==> config.mk <==
export PLATFORM = sky130hd
export DESIGN_NAME = dbe_eeprom_slave
export DESIGN_NICKNAME = d
export VERILOG_FILES = /design/src/include/dbe_pkg.sv /design/src/rtl/dbe_eeprom_slave.sv
export SDC_FILE = /design/constraint.sdc
export NUM_CORES = 1
export LEC_CHECK = 0
export BUFFER_PORTS_ARGS = -buffer_cell sky130_fd_sc_hd__buf_2
export CORE_MARGIN = 10
export CORE_UTILIZATION = 40
export CTS_BUF_LIST = sky130_fd_sc_hd__clkbuf_16
export DETAILED_ROUTE_END_ITERATION = 10
export HOLD_SLACK_MARGIN = 0.06
export PLACE_DENSITY = 0.61
export SLEW_MARGIN = 25
export SYNTH_ARGS = -nofsm -noshare
export SYNTH_HDL_FRONTEND = slang
export SYNTH_SLANG_ARGS = --single-unit
==> constraint.sdc <==
create_clock -name clock -period 7.76 [get_ports clock]
set_input_delay 1.164 -clock clock [delete_from_list [all_inputs] [get_ports clock]]
set_output_delay 1.164 -clock clock [all_outputs]
set_load 0.01 [all_outputs]
==> src/include/dbe_pkg.sv <==
`default_nettype none

package dbe_pkg;

  // ***************************************************************
  // Timing.
  // ***************************************************************

  // System clock rate and the longest internal nonvolatile write time.
  localparam int unsigned CLK_HZ        = 20_000_000;
  localparam int unsigned WRITE_TIME_MS = 5;
  // Cycles spent busy after a write is launched (5 ms at 20 MHz).
  localparam int unsigned WRITE_CYCLES  = (WRITE_TIME_MS * (CLK_HZ / 1000));
  // Width of the busy down-counter, wide enough for WRITE_CYCLES.
  localparam int unsigned BUSY_W        = 17;

  // ***************************************************************
  // Addressing.
  // ***************************************************************

  // Device-type code; the value is arbitrary.
  localparam logic [3:0] DEV_CODE   = 4'h6;
  // Bits per byte on the wire.
  localparam logic [3:0] BYTE_BITS  = 4'h8;
  // Bit positions within the received address byte.
  localparam int unsigned RW_BIT    = 0;
  localparam int unsigned CHOICE_BIT = 1;
  // Reset value of the word address pointer.
  localparam logic [8:0] ADDR_RESET = 9'h000;

  // ***************************************************************
  // Types.
  // ***************************************************************

  // Phases of one serial port.
  typedef enum logic [3:0] {
    ST_IDLE,
    ST_DEVADDR,
    ST_ACK_DEV,
    ST_WORD,
    ST_ACK_WORD,
    ST_WDATA,
    ST_ACK_DATA,
    ST_RDATA,
    ST_RACK
  } dbe_state_t;

  // Complete state of one serial port engine.
  typedef struct packed {
    logic       scl_m;
    logic       scl_s;
    logic       scl_p;
    logic       sda_m;
    logic       sda_s;
    logic       sda_p;
    dbe_state_t st;
    logic [3:0] cnt;
    logic [7:0] sh;
    logic [8:0] addr;
    logic       rw;
    logic       rd_ack;
    logic       wr_pend;
    logic       oe;
    logic       byte_we;
    logic       commit;
    logic [7:0] wdata;
  } dbe_port_t;

  // Memory-side request of one engine.
  typedef struct packed {
    logic [8:0] addr;
    logic [7:0] wdata;
    logic       byte_we;
    logic       commit;
  } dbe_mem_t;

  // Complete state of the top level.
  typedef struct packed {
    logic                  mode_m;
    logic                  mode_s;
    logic                  wp_m;
    logic                  wp_s;
    logic [1:0][BUSY_W-1:0] busy_cnt;
  } dbe_top_t;

endpackage

`default_nettype wire

==> src/rtl/dbe_eeprom_slave.sv <==
// Function
// - Data falling while clock high is a start; a new transaction begins.
// - Data rising while clock high is a stop.
// - A stop during a read ends it and returns to standby.
// - A stop during a write ends capture and launches the internal write.
// - Data changes only while clock low; changes while high are start/stop.
// - Bytes are 8 bits; receiver pulls data low on the ninth clock.
// - No acknowledge while an internal write runs; it lasts at most 5 ms.
// - Upper four address bits match type code, lower three the select bits.
// - On match acknowledge on ninth clock, then read or write per command.
// - On mismatch no acknowledge; standby until the next start.
// - Each bank's select bits default to all zeros.
// - Bank mode uses 8-bit word address and all three select bits.
// - Combine mode uses 9-bit word address; upper two select bits ignored.
// - Combine mode routes address bit 8 low to bank one, high to two.
// - Mode-select pin high gives bank mode, low gives combine mode.
// - Combine mode ignores the second port entirely and never answers there.
// - Combine mode lets the first port reach both banks.
// - Bank mode reaches each bank only through its own port.
// - Write-protect low refuses modification of any location.
// - Reads reach every location regardless of write-protect.
// - Data pins are open-drain pull-downs, released unless driving zero.
// - Each port acts on both edges of its serial clock.
// - In bank mode both ports run independently and concurrently.
// - Command bit one is a read, zero is a write.
`timescale 1ns/100ps
`default_nettype none

module dbe_port_engine (
  input  wire logic           clock,       // System clock.
  input  wire logic           rst_n,       // Asynchronous reset, active low.
  input  wire logic           enable,      // Port may answer.
  input  wire logic           combine,     // Combine addressing in force.
  input  wire logic [2:0]     select,      // Slave-select bits of this port.
  input  wire logic           busy,        // Internal write in progress.
  input  wire logic           wp_ok,       // Writes are allowed.
  input  wire logic           scl_i,       // Serial clock pin level.
  input  wire logic           sda_i,       // Serial data pin level.
  output logic                sda_oe,      // Pull the data line low.
  input  wire logic [7:0]     rd_data,     // Array byte at mem.addr.
  output dbe_pkg::dbe_mem_t   mem          // Array request.
);

  // ***************************************************************
  // State and decoded line events.
  // ***************************************************************

  dbe_pkg::dbe_port_t q;
  dbe_pkg::dbe_port_t d;
  logic scl_rise;
  logic scl_fall;
  logic start_seen;
  logic stop_seen;
  logic addr_match;

  // Events come from the second and third sync stages only, so the first
  // stage never feeds logic; both lines see the same delay.
  assign scl_rise   = q.scl_s & ~q.scl_p;
  assign scl_fall   = ~q.scl_s & q.scl_p;
  assign start_seen = q.scl_s & q.scl_p & q.sda_p & ~q.sda_s;
  assign stop_seen  = q.scl_s & q.scl_p & ~q.sda_p & q.sda_s;

  // Type code always compared; select bits only in bank mode, since in
  // combine mode the lowest position carries the bank choice bit.
  assign addr_match = (q.sh[7:4] == dbe_pkg::DEV_CODE) &&
                      (combine || (q.sh[3:1] == select));

  // ***************************************************************
  // Next-state logic.
  // ***************************************************************

  // Bits are shifted in on rising edges and driven out on falling edges.
  always_comb begin
    d         = q;
    d.scl_m   = scl_i;
    d.scl_s   = q.scl_m;
    d.scl_p   = q.scl_s;
    d.sda_m   = sda_i;
    d.sda_s   = q.sda_m;
    d.sda_p   = q.sda_s;
    d.byte_we = 1'b0;
    d.commit  = 1'b0;
    if (!enable) begin
      // A disabled port holds standby and never drives its line.
      d.st      = dbe_pkg::ST_IDLE;
      d.oe      = 1'b0;
      d.wr_pend = 1'b0;
    end else if (start_seen) begin
      // A repeated start drops any half-captured write without launching it.
      d.st      = dbe_pkg::ST_DEVADDR;
      d.cnt     = 4'h0;
      d.oe      = 1'b0;
      d.wr_pend = 1'b0;
    end else if (stop_seen) begin
      d.commit  = q.wr_pend;
      d.wr_pend = 1'b0;
      d.st      = dbe_pkg::ST_IDLE;
      d.oe      = 1'b0;
    end else if (scl_rise) begin
      case (q.st)
        dbe_pkg::ST_DEVADDR, dbe_pkg::ST_WORD, dbe_pkg::ST_WDATA: begin
          d.sh  = {q.sh[6:0], q.sda_s};
          d.cnt = q.cnt + 4'h1;
        end
        dbe_pkg::ST_RDATA: d.cnt = q.cnt + 4'h1;
        dbe_pkg::ST_RACK:  d.rd_ack = ~q.sda_s;
        default:           d.cnt = q.cnt;
      endcase
    end else if (scl_fall) begin
      case (q.st)
        dbe_pkg::ST_DEVADDR: begin
          if (q.cnt == dbe_pkg::BYTE_BITS) begin
            if (addr_match && !busy) begin
              d.st      = dbe_pkg::ST_ACK_DEV;
              d.oe      = 1'b1;
              d.rw      = q.sh[dbe_pkg::RW_BIT];
              d.addr[8] = combine & q.sh[dbe_pkg::CHOICE_BIT];
            end else begin
              d.st = dbe_pkg::ST_IDLE;
            end
          end
        end
        dbe_pkg::ST_ACK_DEV: begin
          d.cnt = 4'h0;
          if (q.rw) begin
            // Reads ignore write-protect entirely.
            d.sh        = rd_data;
            d.oe        = ~rd_data[7];
            d.addr[7:0] = q.addr[7:0] + 8'h01;
            d.st        = dbe_pkg::ST_RDATA;
          end else begin
            d.oe = 1'b0;
            d.st = dbe_pkg::ST_WORD;
          end
        end
        dbe_pkg::ST_WORD: begin
          if (q.cnt == dbe_pkg::BYTE_BITS) begin
            d.addr[7:0] = q.sh;
            d.oe        = 1'b1;
            d.st        = dbe_pkg::ST_ACK_WORD;
          end
        end
        dbe_pkg::ST_ACK_WORD: begin
          d.oe  = 1'b0;
          d.cnt = 4'h0;
          d.st  = dbe_pkg::ST_WDATA;
        end
        dbe_pkg::ST_WDATA: begin
          if (q.cnt == dbe_pkg::BYTE_BITS) begin
            // Protected bytes are still acknowledged but never stored.
            d.wdata   = q.sh;
            d.byte_we = wp_ok;
            d.wr_pend = q.wr_pend | wp_ok;
            d.oe      = 1'b1;
            d.st      = dbe_pkg::ST_ACK_DATA;
          end
        end
        dbe_pkg::ST_ACK_DATA: begin
          d.addr[7:0] = q.addr[7:0] + 8'h01;
          d.oe        = 1'b0;
          d.cnt       = 4'h0;
          d.st        = dbe_pkg::ST_WDATA;
        end
        dbe_pkg::ST_RDATA: begin
          if (q.cnt == dbe_pkg::BYTE_BITS) begin
            d.oe = 1'b0;
            d.st = dbe_pkg::ST_RACK;
          end else begin
            d.sh = {q.sh[6:0], 1'b0};
            d.oe = ~q.sh[6];
          end
        end
        dbe_pkg::ST_RACK: begin
          if (q.rd_ack) begin
            d.sh        = rd_data;
            d.oe        = ~rd_data[7];
            d.addr[7:0] = q.addr[7:0] + 8'h01;
            d.cnt       = 4'h0;
            d.st        = dbe_pkg::ST_RDATA;
          end else begin
            d.st = dbe_pkg::ST_IDLE;
          end
        end
        default: d.oe = 1'b0;
      endcase
    end
  end

  // Sync stages reset high, matching idle pulled-up lines.
  always_ff @(posedge clock or negedge rst_n) begin
    if (!rst_n) begin
      q         <= '0;
      q.scl_m   <= 1'b1;
      q.scl_s   <= 1'b1;
      q.scl_p   <= 1'b1;
      q.sda_m   <= 1'b1;
      q.sda_s   <= 1'b1;
      q.sda_p   <= 1'b1;
      q.st      <= dbe_pkg::ST_IDLE;
      q.addr    <= dbe_pkg::ADDR_RESET;
    end else begin
      q <= d;
    end
  end

  // Line drive and array request come straight from flip-flops.
  assign sda_oe      = q.oe;
  assign mem.addr    = q.addr;
  assign mem.wdata   = q.wdata;
  assign mem.byte_we = q.byte_we;
  assign mem.commit  = q.commit;

  // ***************************************************************
  // Checks.
  // ***************************************************************

  a_start_restart: assert property (@(posedge clock) disable iff (!rst_n)
    (enable && start_seen) |=> (q.st == dbe_pkg::ST_DEVADDR) && (q.cnt == 4'h0) && !q.oe)
    else $error("Start did not restart address reception.");
  a_stop_standby: assert property (@(posedge clock) disable iff (!rst_n)
    (enable && !start_seen && stop_seen) |=> (q.st == dbe_pkg::ST_IDLE) && !q.oe)
    else $error("Stop did not return the port to standby.");
  a_stop_launch: assert property (@(posedge clock) disable iff (!rst_n)
    (enable && !start_seen && stop_seen && q.wr_pend) |=> q.commit ##1 !q.commit)
    else $error("Stop with captured data did not launch one write.");
  a_match_ack: assert property (@(posedge clock) disable iff (!rst_n)
    (enable && !start_seen && !stop_seen && scl_fall && q.st == dbe_pkg::ST_DEVADDR
     && q.cnt == 4'h8 && addr_match && !busy) |=> (q.st == dbe_pkg::ST_ACK_DEV) && q.oe)
    else $error("Matching address was not acknowledged.");
  a_mismatch_idle: assert property (@(posedge clock) disable iff (!rst_n)
    (enable && !start_seen && !stop_seen && scl_fall && q.st == dbe_pkg::ST_DEVADDR
     && q.cnt == 4'h8 && !addr_match) |=> (q.st == dbe_pkg::ST_IDLE) && !q.oe)
    else $error("Mismatched address did not go to standby.");
  a_busy_noack: assert property (@(posedge clock) disable iff (!rst_n)
    (busy && q.st == dbe_pkg::ST_DEVADDR) |=> (q.st != dbe_pkg::ST_ACK_DEV))
    else $error("Address acknowledged during an internal write.");
  a_wp_nostore: assert property (@(posedge clock) disable iff (!rst_n)
    q.byte_we |-> $past(wp_ok))
    else $error("Byte stored while write-protected.");
  a_off_quiet: assert property (@(posedge clock) disable iff (!rst_n)
    !enable |=> !q.oe && (q.st == dbe_pkg::ST_IDLE))
    else $error("Disabled port drove its data line.");
  a_ack_held: assert property (@(posedge clock) disable iff (!rst_n)
    (q.st inside {dbe_pkg::ST_ACK_DEV, dbe_pkg::ST_ACK_WORD, dbe_pkg::ST_ACK_DATA}) |-> q.oe)
    else $error("Acknowledge was not driven through its bit.");

  c_read_ack:  cover property (@(posedge clock) disable iff (!rst_n)
    q.st == dbe_pkg::ST_ACK_DEV && q.rw);
  c_write_go:  cover property (@(posedge clock) disable iff (!rst_n) q.commit);
  c_mismatch:  cover property (@(posedge clock) disable iff (!rst_n)
    q.st == dbe_pkg::ST_DEVADDR ##1 q.st == dbe_pkg::ST_IDLE);

endmodule

module dbe_eeprom_slave #(
  parameter int unsigned WRITE_CYCLES = dbe_pkg::WRITE_CYCLES   // Busy time in cycles.
) (
  input  wire logic       clock,                  // System clock, 20 MHz.
  input  wire logic       rst_n,                  // Asynchronous reset, active low.
  input  wire logic       combine_select_n,       // Pin: high bank mode, low combine.
  input  wire logic       write_protect_n,        // Pin: low forbids writes.
  input  wire logic       first_bank_select_bit2, // Bank one select bit 2.
  input  wire logic       first_bank_select_bit1, // Bank one select bit 1.
  input  wire logic       first_bank_select_bit0, // Bank one select bit 0.
  input  wire logic       second_bank_select_bit2, // Bank two select bit 2.
  input  wire logic       second_bank_select_bit1, // Bank two select bit 1.
  input  wire logic       second_bank_select_bit0, // Bank two select bit 0.
  input  wire logic       bank1_serial_clock,     // Port one clock pin.
  input  wire logic       bank1_serial_data_i,    // Port one data pin level.
  output logic            bank1_serial_data_o,    // Port one data drive value.
  output logic            bank1_serial_data_oe,   // Port one pulls low.
  input  wire logic       bank2_serial_clock,     // Port two clock pin.
  input  wire logic       bank2_serial_data_i,    // Port two data pin level.
  output logic            bank2_serial_data_o,    // Port two data drive value.
  output logic            bank2_serial_data_oe,   // Port two pulls low.
  output dbe_pkg::dbe_mem_t bank1_mem,            // Bank one array request.
  input  wire logic [7:0] bank1_rd_data,          // Bank one array byte.
  output dbe_pkg::dbe_mem_t bank2_mem,            // Bank two array request.
  input  wire logic [7:0] bank2_rd_data,          // Bank two array byte.
  output logic            bank1_busy,             // Bank one writing.
  output logic            bank2_busy              // Bank two writing.
);

  // ***************************************************************
  // Mode pins, busy timers and routing.
  // ***************************************************************

  dbe_pkg::dbe_top_t q;
  dbe_pkg::dbe_top_t d;
  dbe_pkg::dbe_mem_t m1;
  dbe_pkg::dbe_mem_t m2;
  logic       combine;
  logic       hi_bank;
  logic       oe1;
  logic       oe2;
  logic [7:0] rd1;

  assign combine = ~q.mode_s;
  assign hi_bank = combine & m1.addr[8];

  // Timers load on a launched write and count down; busy while nonzero.
  always_comb begin
    d        = q;
    d.mode_m = combine_select_n;
    d.mode_s = q.mode_m;
    d.wp_m   = write_protect_n;
    d.wp_s   = q.wp_m;
    for (int b = 0; b < 2; b++) begin
      if (q.busy_cnt[b] != '0) begin
        d.busy_cnt[b] = q.busy_cnt[b] - {{(dbe_pkg::BUSY_W-1){1'b0}}, 1'b1};
      end
    end
    if (m1.commit) begin
      d.busy_cnt[hi_bank] = WRITE_CYCLES[dbe_pkg::BUSY_W-1:0];
    end
    if (m2.commit) begin
      d.busy_cnt[1] = WRITE_CYCLES[dbe_pkg::BUSY_W-1:0];
    end
  end

  // Pins reset to their inactive levels: bank mode, writes allowed.
  always_ff @(posedge clock or negedge rst_n) begin
    if (!rst_n) begin
      q        <= '0;
      q.mode_m <= 1'b1;
      q.mode_s <= 1'b1;
      q.wp_m   <= 1'b1;
      q.wp_s   <= 1'b1;
    end else begin
      q <= d;
    end
  end

  assign bank1_busy = (q.busy_cnt[0] != '0);
  assign bank2_busy = (q.busy_cnt[1] != '0);

  // In combine mode both banks share one port, so either write blocks it.
  dbe_port_engine u_port1 (
    .clock   (clock),
    .rst_n   (rst_n),
    .enable  (1'b1),
    .combine (combine),
    .select  ({first_bank_select_bit2, first_bank_select_bit1,
               first_bank_select_bit0}),
    .busy    (bank1_busy | (combine & bank2_busy)),
    .wp_ok   (q.wp_s),
    .scl_i   (bank1_serial_clock),
    .sda_i   (bank1_serial_data_i),
    .sda_oe  (oe1),
    .rd_data (rd1),
    .mem     (m1)
  );

  // The second port runs apart from the first, only in bank mode.
  dbe_port_engine u_port2 (
    .clock   (clock),
    .rst_n   (rst_n),
    .enable  (~combine),
    .combine (1'b0),
    .select  ({second_bank_select_bit2, second_bank_select_bit1,
               second_bank_select_bit0}),
    .busy    (bank2_busy),
    .wp_ok   (q.wp_s),
    .scl_i   (bank2_serial_clock),
    .sda_i   (bank2_serial_data_i),
    .sda_oe  (oe2),
    .rd_data (bank2_rd_data),
    .mem     (m2)
  );

  // Route the first port to the bank chosen by address bit 8.
  assign rd1 = hi_bank ? bank2_rd_data : bank1_rd_data;

  // Each bank sees only its own port in bank mode.
  always_comb begin
    bank1_mem         = m1;
    bank1_mem.byte_we = m1.byte_we & ~hi_bank;
    bank1_mem.commit  = m1.commit & ~hi_bank;
    bank2_mem         = combine ? m1 : m2;
    bank2_mem.byte_we = combine ? (m1.byte_we & hi_bank) : m2.byte_we;
    bank2_mem.commit  = combine ? (m1.commit & hi_bank) : m2.commit;
  end

  // Open-drain: the driven value is always low.
  assign bank1_serial_data_o  = 1'b0;
  assign bank1_serial_data_oe = oe1;
  assign bank2_serial_data_o  = 1'b0;
  assign bank2_serial_data_oe = oe2;

endmodule

`default_nettype wire

==> flow_summary.toml <==
[grt]
grt_pass1_wl_um = 31560
grt_usage_pct = 16.07
grt_pass1_vias = 5778
grt-ovfl-total = 0
antenna_found_initial = 0
grt_max_degree = 69

[clock_network]
clock-sinks = 127
cts_tree = "done"
clock_latency_ns = 0.42
cts.clk_slew.worst_paths_ns = 0.06
root_buffer = "clkbuf_16"
max-clock-path-buffers = 2
ctsResizeCount = 0
cts_made_buffers = 17
postCtsHoldBufs = 0
cts_setup_buffers = 0
cts_htree_levels = 4

[routing]
drcViolationCount = 0
wl_per_cell_um = 18.14
route.vias.total = 5930
drt-total-wl_um = 18970
vias_per_cell = 5.669
postRouteAntennaNets = 0
dr.pass1.iters = 5
first_iter_violations = 415

[worst_setup_path]
crit_type = "register to output port"
worstPathRequired_ns = 6.60
end_kind = "output port"
arrival_ns = 2.62
startpoint_type = "register"
cp_max_fo = 28

[floorplan]
coreArea_um2 = 18020
start_util_pct = 40.77
rows = 49
die_h_um = 155.5
dieArea_um2 = 24190
ioPinCount = 74
die_w_um = 155.5

[placement]
gp_congestion = 0.9038
dpl_worst_slack_ns = 4.409
place_inst = 1015
dp_hpwl_um = 13530
dpl_cell_area_um2 = 7742
port-buffer-count = 71

[layout]
most-common-layout-cells = "dfrtp_1, buf_2, nand2_1"
fin_area_um2 = 8366
final_common_cell = "dfrtp_1"
drive_gt1_share_pct = 22.89
area_growth_syn_to_layout_pct = 13.84
utilization_pct = 46.41
fin_cells = 1046
n_antenna_cell = 0
nets = 851

[timing]
drv_slew = 0
setup_ws_ns = 3.973
grt_setup_unrepaired = "false"
finalSetupTns_ns = 0
fin_skew_ns = 0.008030
fmax_mhz = 264.1
whs_ns = 0.3553
min_period_ns = 3.787
hold_viol = 0
slew-limit-headroom_pct = 33.21
tightest_slew_ns = 0.9880
min_period_over_period_pct = 48.80
final-setup-viol-count = 0

[yosys]
syn-cell-area_um2 = 7348
synth_seq_area_share_pct = 43.52
ys.flop_type = "dfrtp_1"
netlist_instances = 767
synth_enable_flop_cells = 0
ys_async_sr_fraction_pct = 100.0
synthDistinctLibCells = 71
ys_seq_elements = 127
yosysWarnings = 0
synth.avg_cell_area_um2 = 9.581

[power_and_ir_drop]
vdd_drop_max_uv = 222.4
total_leakage_power_nw = 3.935
power_density_nw_per_um2 = 268.8
p_total_mw = 2.249

[job]
maxCapViolCount = 0

[run_status]
outcome = "finished clean"

[min_path]
min_path_type = "register to register"
[synth_stat cells, types with 5 or more instances]
cell / number / area, um2
dfrtp_1: 111 / 2778
nand2_1: 65 / 244.0
nor2_1: 56 / 210.2
mux2_2: 50 / 563.0
a21oi_1: 40 / 200.2
nand3_1: 40 / 200.2
clkbuf_1: 31 / 116.4
o21ai_0: 31 / 155.2
inv_1: 26 / 97.59
buf_4: 19 / 142.6
dfstp_2: 16 / 420.4
ha_1: 16 / 200.2
nand2b_1: 16 / 100.1
xor2_1: 15 / 131.4
xnor2_1: 14 / 122.6
nor3_1: 13 / 65.06
nor2b_1: 12 / 75.07
nor4_1: 12 / 75.07
a22o_1: 10 / 87.58
mux2i_1: 10 / 100.1
or3_1: 10 / 62.56
or4_1: 10 / 75.07
nor3b_1: 9 / 67.56
a31oi_1: 8 / 50.05
nand3b_1: 8 / 60.06
o22ai_1: 8 / 50.05
a311oi_1: 7 / 61.31
o22a_1: 7 / 61.31
a211oi_1: 6 / 45.04
and2_1: 5 / 31.28
and3_1: 5 / 31.28
nand4b_1: 5 / 43.79
[cells by family after synthesis]
group	synth area share, %
buf+inv	5.210
compound gates	14.86
mux	9.178
fa+ha+maj	2.724
other cells	0.05103
simple gates	20.99
flops	43.52
xor+xnor	3.457
[power breakdown]
| group | internal [mW] | total (mW) | switching (mW) |
|---|---|---|---|
| Sequential | 0.734 | 0.813 | 0.0790 |
| Clock | 0.535 | 0.840 | 0.305 |
| Combinational | 0.264 | 0.595 | 0.331 |
| Total | 1.53 | 2.25 | 0.716 |
[cell type report]
cell class | instances | area, um2
clock buffer | 17 | 425.4
clock inverter | 14 | 191.4
fill | 1748 | 9659
inverter | 26 | 97.59
multi-input combinational | 559 | 3782
sequential | 127 | 3198
tap | 229 | 286.5
timing repair buffer | 74 | 384.1
[path summary, 6_finish.rpt]
check                           startpoint              end  slack (ns)  depth (start not counted)
worst max-delay path                 q[36]     bank1_mem[0]        3.97                          4
worst max register to register       q[17]  u_port1.mem[18]        4.77                          7
min in group asynchronous            rst_n  u_port2.mem[13]        0.70                          1
worst min-delay path                 d[36]            q[36]        0.36                          0
max in group asynchronous            rst_n    u_port1.q[31]        5.72                          2
worst min register to register       d[36]            q[36]        0.36                          0
[layer usage]
| metal | up-vias | global-route usage, % | share of wire (%) |
|---|---|---|---|
| li1 | 2841 | - | - |
| met1 | 2885 | 22.05 | 46 |
| met2 | 188 | 23.82 | 44 |
| met3 | 16 | 5.376 | 8.3 |
| met4 | 0 | 4.011 | 1.2 |
| met5 | - | 0 | 0 |
[critical path, cell delays in order, from the launching register on]
cell and delay, ns:
dfstp_2 0.94, nand2b_1 0.45, nand2_1 0.22, inv_1 0.36, buf_2 0.21
[flip-flops by register name (all words and copies together) (netlist names)]
signal,cells
u_port2.d,4
u_port1.d,4
u_port1.sda_oe,1
u_port2.sda_oe,1
u_port1.mem,19
u_port2.q,21
q,36
d,2
u_port1.q,21
u_port2.mem,18
(Power assumes the default switching activity.)
